## src/verilog/rps_pkg.sv

```systemverilog
// Constants, pin sample indices and state encoding for the reduced-interface pin block.
// Assumes a single 100 MHz system clock with a synchronous, active-high reset.
// Notes on behaviour
// - Address bit 0 taken from strap pin.
// - Address bit 1 taken from strap pin.
// - Address bit 2 taken from receive bit-1 pin.
// - Duplex setting taken from receive bit-0 pin.
// - High mode bit from carrier/valid pin.
// - Low mode bit from dedicated strap.
// - Broadcast disable taken from reference clock pin.
// - Isolate setting taken from receive error pin.
// - Active-low test tree from interrupt pin.
// - Slow clock mode: drive 50 MHz reference.
// - Fast clock mode: reference pin left undriven.
// - Management data moves with management clock.
// - Management data pin only pulls low.
// - Interrupt pin is open-drain, low when active.
// - Two receive bits driven after reset.
// - Carrier/valid driven after reset.
// - Receive error driven after reset.
// - Shared pins inputs in reset; receive pins outputs after.
// - Upper two address bits are zero.
// - Address zero broadcast unless disabled.
`default_nettype none
package rps_pkg;

  typedef enum logic [1:0] {
    RPS_ST_STRAP = 2'h1,
    RPS_ST_RUN   = 2'h2
  } rps_state_e;

  // Index of each pin within the synchronised sample vector.
  localparam int RPS_SI_ADDR0  = 0;
  localparam int RPS_SI_ADDR1  = 1;
  localparam int RPS_SI_RXD1   = 2;
  localparam int RPS_SI_RXD0   = 3;
  localparam int RPS_SI_CRSDV  = 4;
  localparam int RPS_SI_REFCLK = 5;
  localparam int RPS_SI_RXER   = 6;
  localparam int RPS_SI_IRQ    = 7;
  localparam int RPS_SI_CFGLO  = 8;
  localparam int RPS_SI_CLKIN  = 9;
  localparam int RPS_SI_TXEN   = 10;
  localparam int RPS_SI_TXD0   = 11;
  localparam int RPS_SI_TXD1   = 12;
  localparam int RPS_SI_MDC    = 13;
  localparam int RPS_SI_MDIO   = 14;
  localparam int RPS_SYNC_W    = 15;

  localparam int RPS_ADDR_W = 5;
  localparam logic [1:0] RPS_ADDR_UPPER = 2'h0;
  localparam logic [4:0] RPS_ADDR_RST   = 5'h00;
  localparam logic [4:0] RPS_ADDR_BCAST = 5'h00;
  localparam logic       RPS_BIT_RST    = 1'h0;
  localparam logic       RPS_TTREE_RST  = 1'h1;

  // Reference clock derivation from the system clock.
  localparam int RPS_SYS_CLK_MHZ = 100;
  localparam int RPS_REF_CLK_MHZ = 50;
  localparam int RPS_REF_HALF_CYC = RPS_SYS_CLK_MHZ / (2 * RPS_REF_CLK_MHZ);
  localparam logic [1:0] RPS_REF_HALF_LAST = 2'(RPS_REF_HALF_CYC - 1);
  localparam logic [1:0] RPS_CNT_RST = 2'h0;
  localparam logic [1:0] RPS_CNT_ONE = 2'h1;

endpackage
`default_nettype wire

```

## src/verilog/rps_sync2.sv

```systemverilog
// Two-stage synchroniser for a vector of independent pin levels.
// Assumes each bit is a slow level; no bus coherence is implied across bits.
`timescale 1ns/1ps
`default_nettype none
module rps_sync2 #(
  parameter int W = 1
) (
  // Clock
  input  wire logic         clk_sys,
  // Levels
  input  wire logic [W-1:0] d,
  output logic      [W-1:0] q
);

  logic [W-1:0] meta_reg;

  // No reset, so the pins are sampled while reset is held and straps are ready at release.
  always_ff @(posedge clk_sys) begin
    meta_reg <= d;
    q        <= meta_reg;
  end

endmodule
`default_nettype wire

```

## src/verilog/rps_pin_strap.sv

```systemverilog
// Shared strap and reduced-interface pins: strap capture, reference clock, link pins.
// Assumes the core logic on clk_sys supplies receive data, interrupt and management bits.
`timescale 1ns/1ps
`default_nettype none
module rps_pin_strap
  import rps_pkg::*;
(
  // Clock and reset
  input  wire logic       clk_sys,
  input  wire logic       rst,
  // Clock mode select, high for an external 50 MHz clock
  input  wire logic       clk_mode_50,
  // Strap-only pins
  input  wire logic       addr_strap_bit0_i,
  input  wire logic       addr_strap_bit1_i,
  input  wire logic       mode_cfg_bit_lo_i,
  // Shared receive pins
  input  wire logic [1:0] rxd_i,
  output logic      [1:0] rxd_o,
  output logic            rxd_oe,
  input  wire logic       crs_dv_i,
  output logic            crs_dv_o,
  output logic            crs_dv_oe,
  input  wire logic       rx_err_i,
  output logic            rx_err_o,
  output logic            rx_err_oe,
  // Shared reference clock pin and clock input
  input  wire logic       ref_clk_i,
  output logic            ref_clk_o,
  output logic            ref_clk_oe,
  input  wire logic       clk_in,
  // Shared interrupt pin
  input  wire logic       irq_out_n_i,
  output logic            irq_out_n_o,
  output logic            irq_out_n_oe,
  // Transmit pins
  input  wire logic       tx_en_i,
  input  wire logic       txd0_i,
  input  wire logic       txd1_i,
  // Management pins
  input  wire logic       mdc_i,
  input  wire logic       mdio_i,
  output logic            mdio_o,
  output logic            mdio_oe,
  // Core side receive and control
  input  wire logic [1:0] rx_data,
  input  wire logic       rx_dv,
  input  wire logic       rx_err,
  input  wire logic       irq_req,
  input  wire logic       mdio_tx_bit,
  input  wire logic       mdio_tx_en,
  input  wire logic [4:0] mgmt_req_addr,
  // Captured straps
  output logic      [4:0] mgmt_station_address,
  output logic            duplex_cfg,
  output logic            mode_cfg_bit_hi,
  output logic            mode_cfg_bit_lo,
  output logic            bcast_addr_disable,
  output logic            isolate_cfg,
  output logic            test_tree_en,
  output logic            strap_done,
  // Core side transmit and management
  output logic            tx_frame_en,
  output logic      [1:0] tx_data,
  output logic            tx_strobe,
  output logic            mdio_rx_bit,
  output logic            mdio_rx_strobe,
  output logic            mgmt_addr_hit
);

  logic [RPS_SYNC_W-1:0] pin_raw;
  logic [RPS_SYNC_W-1:0] pin_q;

  // Bit positions follow the sample indices, highest index first.
  assign pin_raw = {mdio_i, mdc_i, txd1_i, txd0_i, tx_en_i, clk_in, mode_cfg_bit_lo_i,
                    irq_out_n_i, rx_err_i, ref_clk_i, crs_dv_i, rxd_i[0], rxd_i[1],
                    addr_strap_bit1_i, addr_strap_bit0_i};

  rps_sync2 #(
    .W (RPS_SYNC_W)
  ) u_pin_sync (
    .clk_sys (clk_sys),
    .d       (pin_raw),
    .q       (pin_q)
  );

  // Strap capture group.
  rps_state_e st_reg, st_next;
  logic [4:0] addr_reg, addr_next;
  logic       dup_reg, dup_next;
  logic       cfg_hi_reg, cfg_hi_next;
  logic       cfg_lo_reg, cfg_lo_next;
  logic       bcd_reg, bcd_next;
  logic       iso_reg, iso_next;
  logic       tt_reg, tt_next;
  logic       run;

  always_comb begin
    st_next     = st_reg;
    addr_next   = addr_reg;
    dup_next    = dup_reg;
    cfg_hi_next = cfg_hi_reg;
    cfg_lo_next = cfg_lo_reg;
    bcd_next    = bcd_reg;
    iso_next    = iso_reg;
    tt_next     = tt_reg;
    case (st_reg)
      RPS_ST_STRAP: begin
        // The first cycle out of reset still sees pin levels sampled with all drivers off.
        addr_next   = {RPS_ADDR_UPPER,
                       pin_q[RPS_SI_RXD1],
                       pin_q[RPS_SI_ADDR1],
                       pin_q[RPS_SI_ADDR0]};
        dup_next    = pin_q[RPS_SI_RXD0];
        cfg_hi_next = pin_q[RPS_SI_CRSDV];
        cfg_lo_next = pin_q[RPS_SI_CFGLO];
        bcd_next    = pin_q[RPS_SI_REFCLK];
        iso_next    = pin_q[RPS_SI_RXER];
        tt_next     = ~pin_q[RPS_SI_IRQ];
        st_next     = RPS_ST_RUN;
      end
      RPS_ST_RUN: begin
        st_next = RPS_ST_RUN;
      end
      default: begin
        st_next = RPS_ST_STRAP;
      end
    endcase
  end

  always_ff @(posedge clk_sys) begin
    if (rst) begin
      st_reg     <= RPS_ST_STRAP;
      addr_reg   <= RPS_ADDR_RST;
      dup_reg    <= RPS_BIT_RST;
      cfg_hi_reg <= RPS_BIT_RST;
      cfg_lo_reg <= RPS_BIT_RST;
      bcd_reg    <= RPS_BIT_RST;
      iso_reg    <= RPS_BIT_RST;
      tt_reg     <= RPS_TTREE_RST;
    end else begin
      st_reg     <= st_next;
      addr_reg   <= addr_next;
      dup_reg    <= dup_next;
      cfg_hi_reg <= cfg_hi_next;
      cfg_lo_reg <= cfg_lo_next;
      bcd_reg    <= bcd_next;
      iso_reg    <= iso_next;
      tt_reg     <= tt_next;
    end
  end

  assign run                  = (st_reg == RPS_ST_RUN);
  assign strap_done           = run;
  assign mgmt_station_address = addr_reg;
  assign duplex_cfg           = dup_reg;
  assign mode_cfg_bit_hi      = cfg_hi_reg;
  assign mode_cfg_bit_lo      = cfg_lo_reg;
  assign bcast_addr_disable   = bcd_reg;
  assign isolate_cfg          = iso_reg;
  assign test_tree_en         = tt_reg;

  // Reference clock group.
  logic [1:0] div_cnt_reg, div_cnt_next;
  logic       ref_lvl_reg, ref_lvl_next;
  logic       clkin_prev_reg;
  logic       ref_rise;

  always_comb begin
    if (div_cnt_reg == RPS_REF_HALF_LAST) begin
      div_cnt_next = RPS_CNT_RST;
      ref_lvl_next = ~ref_lvl_reg;
    end else begin
      div_cnt_next = div_cnt_reg + RPS_CNT_ONE;
      ref_lvl_next = ref_lvl_reg;
    end
    // An external clock is only seen through the synchroniser, so it must run well below clk_sys.
    if (clk_mode_50) begin
      ref_rise = pin_q[RPS_SI_CLKIN] & ~clkin_prev_reg;
    end else begin
      ref_rise = (div_cnt_reg == RPS_REF_HALF_LAST) & ~ref_lvl_reg;
    end
  end

  always_ff @(posedge clk_sys) begin
    if (rst) begin
      div_cnt_reg    <= RPS_CNT_RST;
      ref_lvl_reg    <= RPS_BIT_RST;
      clkin_prev_reg <= RPS_BIT_RST;
    end else begin
      div_cnt_reg    <= div_cnt_next;
      ref_lvl_reg    <= ref_lvl_next;
      clkin_prev_reg <= pin_q[RPS_SI_CLKIN];
    end
  end

  assign ref_clk_o  = ref_lvl_reg;
  assign ref_clk_oe = run & ~clk_mode_50;

  // Link group: receive launch, transmit sample, management and interrupt.
  logic [1:0] rxd_reg, rxd_next;
  logic       crs_reg, crs_next;
  logic       rxer_reg, rxer_next;
  logic       txen_reg, txen_next;
  logic [1:0] txd_reg, txd_next;
  logic       txs_reg, txs_next;
  logic       mdc_prev_reg, mdc_rise;
  logic       mrx_reg, mrx_next;
  logic       mrs_reg, mrs_next;
  logic       mdrv_reg, mdrv_next;
  logic       irq_reg;
  logic       hit_reg, hit_next;

  always_comb begin
    rxd_next  = rxd_reg;
    crs_next  = crs_reg;
    rxer_next = rxer_reg;
    txen_next = txen_reg;
    txd_next  = txd_reg;
    txs_next  = 1'h0;
    mrx_next  = mrx_reg;
    mrs_next  = 1'h0;
    mdrv_next = mdrv_reg;
    mdc_rise  = pin_q[RPS_SI_MDC] & ~mdc_prev_reg;
    if (ref_rise && run) begin
      rxd_next  = rx_data;
      crs_next  = rx_dv;
      rxer_next = rx_err;
      txen_next = pin_q[RPS_SI_TXEN];
      txd_next  = {pin_q[RPS_SI_TXD1], pin_q[RPS_SI_TXD0]};
      txs_next  = 1'h1;
    end
    if (mdc_rise && run) begin
      mrx_next  = pin_q[RPS_SI_MDIO];
      mrs_next  = 1'h1;
      mdrv_next = mdio_tx_en & ~mdio_tx_bit;
    end
    // Address zero answers every station unless the broadcast strap was high.
    hit_next = run & ((mgmt_req_addr == addr_reg) |
               ((mgmt_req_addr == RPS_ADDR_BCAST) & ~bcd_reg));
  end

  always_ff @(posedge clk_sys) begin
    if (rst) begin
      rxd_reg      <= RPS_CNT_RST;
      crs_reg      <= RPS_BIT_RST;
      rxer_reg     <= RPS_BIT_RST;
      txen_reg     <= RPS_BIT_RST;
      txd_reg      <= RPS_CNT_RST;
      txs_reg      <= RPS_BIT_RST;
      mdc_prev_reg <= RPS_BIT_RST;
      mrx_reg      <= RPS_BIT_RST;
      mrs_reg      <= RPS_BIT_RST;
      mdrv_reg     <= RPS_BIT_RST;
      irq_reg      <= RPS_BIT_RST;
      hit_reg      <= RPS_BIT_RST;
    end else begin
      rxd_reg      <= rxd_next;
      crs_reg      <= crs_next;
      rxer_reg     <= rxer_next;
      txen_reg     <= txen_next;
      txd_reg      <= txd_next;
      txs_reg      <= txs_next;
      mdc_prev_reg <= pin_q[RPS_SI_MDC];
      mrx_reg      <= mrx_next;
      mrs_reg      <= mrs_next;
      mdrv_reg     <= mdrv_next;
      irq_reg      <= irq_req & run;
      hit_reg      <= hit_next;
    end
  end

  // Outputs stay off through reset so the external pulls set the strap levels.
  assign rxd_o          = rxd_reg;
  assign rxd_oe         = run;
  assign crs_dv_o       = crs_reg;
  assign crs_dv_oe      = run;
  assign rx_err_o       = rxer_reg;
  assign rx_err_oe      = run;
  assign irq_out_n_o    = 1'h0;
  assign irq_out_n_oe   = run & irq_reg;
  assign mdio_o         = 1'h0;
  assign mdio_oe        = run & mdrv_reg;
  assign tx_frame_en    = txen_reg;
  assign tx_data        = txd_reg;
  assign tx_strobe      = txs_reg;
  assign mdio_rx_bit    = mrx_reg;
  assign mdio_rx_strobe = mrs_reg;
  assign mgmt_addr_hit  = hit_reg;
endmodule
`default_nettype wire

```

## config.mk

```make
export PLATFORM = sky130hd
export DESIGN_NAME = rps_pin_strap
export DESIGN_NICKNAME = d
export VERILOG_FILES = /design/src/verilog/rps_pkg.sv /design/src/verilog/rps_sync2.sv /design/src/verilog/rps_pin_strap.sv
export SDC_FILE = /design/constraint.sdc
export NUM_CORES = 1
export LEC_CHECK = 0
export BUFFER_PORTS_ARGS = -buffer_cell sky130_fd_sc_hd__buf_2
export CAP_MARGIN = 20
export CORE_MARGIN = 2
export CORE_UTILIZATION = 48
export CTS_CLUSTER_SIZE = 24
export DETAILED_ROUTE_END_ITERATION = 8
export GPL_ROUTABILITY_DRIVEN = 0
export PLACE_DENSITY = 0.77
export SLEW_MARGIN = 20
export SYNTH_ARGS = -nofsm -noshare
export SYNTH_HDL_FRONTEND = slang
export SYNTH_HIERARCHICAL = 1
export SYNTH_SLANG_ARGS = --single-unit
```

## constraint.sdc

```tcl
create_clock -name clk_sys -period 1.5 [get_ports clk_sys]
set_input_delay 0.3 -clock clk_sys [delete_from_list [all_inputs] [get_ports clk_sys]]
set_output_delay 0.3 -clock clk_sys [all_outputs]
set_load 0.005 [all_outputs]
```

==> key figures, run 1 <==
Logic synthesis
  – Synth area leaders: dfxtp_1 (65%), mux2i_1 (8.8%), nand2b_1 (5.2%)
  – Adder-cell area share of the yosys netlist: 2.06%
  – Cell Area, Synth: 0.00182 sq mm
  – Flops & latches, synth: 59
  – Post-synthesis async set-or-reset flop share: 0%
  – Ys flop type: dfxtp_1
  – Largest family of logic cells by synthesized area: simple AND/OR/NAND/NOR gates
  – Cells after synthesis: 152
  – Post-synthesis compound-gate area fraction: 1.58%
  – Post-Synth Simple-Gate Area: 15.6%
  – Ys Warns: 6
  – Largest area contributor in the netlist: dfxtp_1
  – Synth top area share: 64.9%
  – Netlist cell types: 29
  – Sequential area share after synthesis: 64.9%
  – Synth Area in XOR/XNOR: 1.44%
  – Post-synthesis mux area share: 8.80%
  – Number of enable flip-flop cells after synthesis: 0
  – Syn Area/Cell: 12.0 sq um

Global route
  – Largest net degree at the start of global routing: 34
  – Peak-usage layer in the global routing report: met2
  – Total congestion overflow: 0
  – First-pass GRT wire length: 4900 um
  – GR Util met2: 25.5%
  – Global Route met3 Usage: 5.14%
  – Vias in the first global route: 1204
  – Total global-route track usage: 15.8%
  – Global routing usage on met1: 17.1%
  – Initial antenna violation count: 0

Drt
  – Total length of routed wires: 3030 um
  – Vias per Instance: 4.41
  – DRC: 0
  – Vias post-DR: 1203
  – DRT Pass-1 Iters: 4
  – Remaining antenna violation count: 0
  – Number of DRC markers in iteration 0: 40
  – Average wire per standard cell: 11.1 um

CTS
  – Hold Buf Count CTS: 0
  – Reg clk slew, reported paths: 0.06 ns
  – Clk buf depth: 2
  – CTS Sinks: 59
  – CTS tree: yes
  – CTS Buf Count: 9
  – Clock root cell: clkbuf_8
  – Worst skew pair latency: 0.32 ns
  – Htree depth: 3

Timing
  – Crit path time final: 1.48 ns
  – Clock Skew: 0.00667 ns
  – Final Hold Fails: 0
  – Fmax: 0.676 GHz
  – Hold WS: 0.0756 ns
  – # setup viols final: 0
  – Unrepaired setup endpoints after global routing: true
  – Setup TNS: 0 ns
  – Fin crit share: 98.7%
  – Pins over their slew limit: 0

Placed design
  – IO Port Bufs: 57
  – Hpwl dp: 2030 um
  – Post-DP Area: 0.00216 sq mm

Critical path
  – Flop2flop setup slack: 0.02 ns
  – R2r endpoint: tx_frame_en$_SDFFE_PP0P_
  – CP Capture Point: tx_frame_en$_SDFFE_PP0P_
  – Required @ worst endpoint: 1.74 ns
  – Worst Reg-to-Reg Cells: 6
  – Worst Path Max Fanout: 8
  – Arrival time at the worst endpoint: 1.72 ns
  – Nature of the critical path startpoint: flop
  – Crit path from: div_cnt_reg[0]$_SDFF_PP0_
  – FF-to-FF Start: div_cnt_reg[0]$_SDFF_PP0_
  – Setup crit end kind: flop
  – Crit Path Class: reg -> reg

Worst hold path
  – Worst hold-check path type: in -> reg

Layout
  – Net count of the finished layout: 253
  – Core Util, Final: 66.1%
  – # diodes: 0
  – Layout cells sized above 1: 40.4%
  – Design Area, Final: 0.00242 sq mm
  – Area growth, synth to finish: 33.0%

Die
  – Initial core utilization: 49.7%
  – Core Area: 0.00366 sq mm
  – DIE WIDTH: 65.6 um
  – Die area: 0.00430 sq mm
  – Die height: 65.6 um
  – Rows: 22
  – Io pins: 62

Power
  – Power Total: 3.88 mW
  – P per Cell Area: 1600 mW/mm^2
  – LEAKAGE: 1.13 nW
  – Peak supply drop: 994 uV

Flow run
  – Max-cap violations: 0

Outcome
  – Status: completed
[per-layer routing]
metal	up-vias	share of wire, %
li1	615	-
met5	-	0
met4	0	1.9
met3	6	6.8
met1	535	45
met2	47	46
[how the worst min path moves through the flow]
stage	startpoint	to	slack, ns	cells past startpoint
5_1_grt	rxd_i[1]	u_pin_sync/meta_reg[2]$_DFF_P_	0.06	1
4_1_cts	addr_strap_bit1_i	u_pin_sync/meta_reg[1]$_DFF_P_	0.06	1
3_3_place_gp	u_pin_sync/meta_reg[1]$_DFF_P_	u_pin_sync/q[1]$_DFF_P_	0.31	0
6_report	mdc_i	u_pin_sync/meta_reg[13]$_DFF_P_	0.08	1
3_5_place_dp	u_pin_sync/meta_reg[11]$_DFF_P_	u_pin_sync/q[11]$_DFF_P_	0.31	0
2_1_floorplan	u_pin_sync/meta_reg[0]$_DFF_P_	u_pin_sync/q[0]$_DFF_P_	0.31	0
[cell usage in the layout (no fill, tap or decap), drive strengths merged, types with 4 or more instances in the layout]
master	instances
nor2	12
conb	4
buf	66
clkbuf	11
mux2i	16
nand2b	15
dfxtp	59
inv	5
[area by class of cell]
cell class,count,area (sq um)
Tap cell,48,60.1
Inverter,5,18.8
Sequential cell,59,1180
Clock inverter,5,52.6
Clock buffer,11,141
Timing Repair Buffer,66,375
Multi-Input combinational cell,79,589
Fill cell,324,1240
[synthesized netlist by cell type (all sizes together), types with 2 or more instances]
library cell,n
xnor2,3
or3b,2
mux2i,16
buf,9
nor2b,3
nor3,2
nand3b,3
dfxtp,59
and2,2
nor2,12
nand2,3
and3b,2
nand2b,15
ha,3
clkbuf,3
inv,5
[critical path, cell delays in order (launching register included)]
cell	delay (ns)
dfxtp_1	0.31
inv_1	0.05
ha_1	0.17
or3b_4	0.40
a21boi_4	0.16
buf_12	0.14
mux2i_1	0.18
[stage by stage]
stage,setup slack (ns),cells
3_3_place_gp,0.0913,255
2_1_floorplan,0.0705,155
5_1_grt,-0.0349,273
4_1_cts,0.00576,272
6_report,0.0196,273
3_5_place_dp,0.0196,255
[kinds of logic (layout without fill, tap and decap cells)]
| logic type | after synthesis | after routing |
|---|---|---|
| other | 1 | 4 |
| AND/OR/NAND/NOR | 49 | 49 |
| AO/OA/AOI/OAI | 4 | 4 |
| buffers and inverters | 17 | 87 |
| XOR/XNOR | 3 | 3 |
| multiplexers | 16 | 16 |
| adder cells (fa/ha/maj) | 3 | 3 |
| flip-flops | 59 | 59 |
[repair_timing]
item                       4_1_cts  5_1_grt
resized for setup                3       10
buffers inserted                 2        1
setup endpoints to repair        4       14
pin swaps                        1        1
[power breakdown]
part	switching (mW)	internal [mW]	total, mW	leakage (nW)
Combinational	0.300	0.381	0.681	0.545
Clock	0.564	0.803	1.37	0.0991
Sequential	0.0913	1.74	1.83	0.490
Total	0.956	2.92	3.88	1.13
Power figures use the tool's default switching activity.
==> inputs of run 2 (changes only) <==
--- a/config.mk
+++ b/config.mk
@@ -8,10 +8,12 @@
 export BUFFER_PORTS_ARGS = -buffer_cell sky130_fd_sc_hd__buf_2
 export CAP_MARGIN = 20
+export CELL_PAD_IN_SITES_DETAIL_PLACEMENT = 2
+export CELL_PAD_IN_SITES_GLOBAL_PLACEMENT = 2
 export CORE_MARGIN = 2
-export CORE_UTILIZATION = 48
+export CORE_UTILIZATION = 30
 export CTS_CLUSTER_SIZE = 24
 export DETAILED_ROUTE_END_ITERATION = 8
 export GPL_ROUTABILITY_DRIVEN = 0
-export PLACE_DENSITY = 0.77
+export PLACE_DENSITY_LB_ADDON = 0.1
 export SLEW_MARGIN = 20
 export SYNTH_ARGS = -nofsm -noshare
==> constraint.sdc (replaced) <==
create_clock -name clk_sys -period 1.5 [get_ports clk_sys]
set_input_delay 0.3 -clock clk_sys [delete_from_list [all_inputs] [get_ports clk_sys]]
set_output_delay 0.3 -clock clk_sys [all_outputs]
set_load 0.05 [all_outputs]
==> key figures, run 2 (same netlist as run 1, synthesis figures left out) <==
Outcome
  – Status: finished with violations
  – Failing checks: negative setup slack

Layout
  – Most common cell after layout, fill and taps aside: dfxtp_1
  – Core Util, Final: 43.4%
  – Net count of the finished layout: 256
  – Most frequent cells in the layout: dfxtp_1 (55), buf_2 (52), mux2i_1 (15), nand2b_1 (15)
  – # diodes: 0
  – Layout cells sized above 1: 44.7%
  – Area growth, synth to finish: 40.2%

Critical path
  – Flop2flop setup slack: -0.02 ns
  – Critical path's slowest cell: or3b_4
  – Worst path bufs/invs: 2
  – Crit Path Class: reg -> reg
  – Required @ worst endpoint: 1.74 ns
  – Worst Path Max Fanout: 4
  – Nature of the critical path startpoint: flop
  – Critical path's largest stage delay: 0.38 ns
  – Delay-heaviest family, CP: simple AND/OR/NAND/NOR gates
  – Worst path cell trace: inv_2, ha_4, or3b_4, a21boi_4, buf_6, mux2i_2
  – Setup crit end kind: flop
  – Arrival time at the worst endpoint: 1.76 ns

Power
  – P per Cell Area: 1750 mW/mm^2
  – Clock share of power: 32.6%
  – Power Total: 4.46 mW
  – Comb pwr share: 26.5%
  – Switching power: 1.42 mW
  – Net Sw Frac: 31.9%
  – Sequential power share: 40.9%
  – Power Internal: 3.04 mW
  – Peak supply drop: 668 uV
  – LEAKAGE: 1.17 nW

Placed design
  – Hpwl dp: 2840 um
  – IO Port Bufs: 57
  – Dpl ws: -0.0375 ns

Drt
  – Total length of routed wires: 4160 um
  – Vias post-DR: 1276
  – DRC: 0
  – Remaining antenna violation count: 0
  – Vias per Instance: 4.24
  – DRT Pass-1 Iters: 3
  – Average wire per standard cell: 13.8 um
  – Number of DRC markers in iteration 0: 28

CTS
  – CTS Buf Count: 9
  – Worst skew pair latency: 0.33 ns
  – CTS tree: yes
  – Reg clk slew, reported paths: 0.06 ns
  – Clk buf depth: 2
  – CTS Sinks: 59
  – Clock root cell: clkbuf_8
  – Hold Buf Count CTS: 0
  – Htree depth: 3

Global route
  – First-pass GRT wire length: 6530 um
  – Peak-usage layer in the global routing report: met2
  – Largest net degree at the start of global routing: 34
  – Global routing usage on met1: 13.2%
  – Total global-route track usage: 13.9%
  – Global Route met3 Usage: 4.84%
  – Total congestion overflow: 0
  – Initial antenna violation count: 0
  – GR Util met2: 25.0%
  – Vias in the first global route: 1399

Flow run
  – Max-cap violations: 0

Die
  – Die area: 0.00671 sq mm
  – Core Area: 0.00589 sq mm
  – Io pins: 62
  – Die height: 81.9 um
  – DIE WIDTH: 81.9 um
  – Rows: 28
  – Initial core utilization: 30.9%

Timing
  – Clock Skew: 0.00621 ns
  – Setup TNS: -0.0179 ns
  – Fmax: 0.659 GHz
  – Crit path time final: 1.52 ns
  – # setup viols final: 1
  – Final worst-path setup slack: -0.0179 ns
  – Pins over their slew limit: 0
  – Unrepaired setup endpoints after global routing: true
  – Final Hold Fails: 0
  – Fin crit share: 101%

Worst hold path
  – Worst hold-check path type: in -> reg
[run 2: changes by cell type in the layout (fill, tap and decap cells not counted), sizes merged]
cell      previous run  this run
clkinvlp             1         0
clkbuf              11        12
clkinv               3         1
buf                 66        69
[run 2: timing repair]
| item | in CTS | in global routing |
|---|---|---|
| buffers inserted | 4 | 1 |
| cloned | 0 | 0 |
| resized for setup | 27 | 9 |
| endpoints found under the setup margin | 13 | 16 |
| pin swaps | 4 | 2 |
[run 2: layout make-up]
cell class,count,area [sq um]
fill,635,3330
multi-input combinational,79,624
clock inverter,2,35.0
clock buffer,12,165
sequential,59,1190
timing repair buffer,69,429
inverter,5,18.8
tap,75,93.8
[run 2: worst register-to-register path: cells and delay by family (launching register included)]
family	cells	cell delay, ns
and+or+nand+nor	1	0.38
DFF	1	0.32
muxes	1	0.22
buffers and inverters	2	0.20
AOI/OAI and AO/OA	1	0.18
adders and majority gates	1	0.13
[run 2: path summary, 6_finish.rpt]
| path | cells after the start | endpoint | from |
|---|---|---|---|
| worst max-delay path | 6 | tx_frame_en$_SDFFE_PP0P_ | div_cnt_reg[0]$_SDFF_PP0_ |
| worst min-delay path | 1 | u_pin_sync/meta_reg[5]$_DFF_P_ | ref_clk_i |
| worst max register to register | 6 | tx_frame_en$_SDFFE_PP0P_ | div_cnt_reg[0]$_SDFF_PP0_ |
| worst min register to register | 0 | u_pin_sync/q[4]$_DFF_P_ | u_pin_sync/meta_reg[4]$_DFF_P_ |
[run 2: metrics by stage]
step / hold slack (ns) / cells / cell area [sq um]
floorplan: 0.310 / 155 / 1850
global placement: 0.311 / 282 / 2200
detailed placement: 0.314 / 282 / 2200
CTS: 0.0525 / 300 / 2500
global route: 0.0511 / 301 / 2550
finish: 0.0711 / 301 / 2550
[run 2: power groups by stage]
stage          sequential [mW]  combinational [mW]  clock (mW)
4_1_cts                   1.83                1.19        1.51
3_3_place_gp              1.84                1.06           0
2_1_floorplan             2.14               0.547           0
3_5_place_dp              1.85                1.10           0
6_report                  1.83                1.18        1.45
5_1_grt                   1.85                1.27        1.59
[run 2: metal layers]
metal / vias up / share of wire (%)
met1: 609 / 36
met3: 9 / 5.9
met4: 0 / 2.3
met2: 41 / 56
met5: - / 0
li1: 617 / -
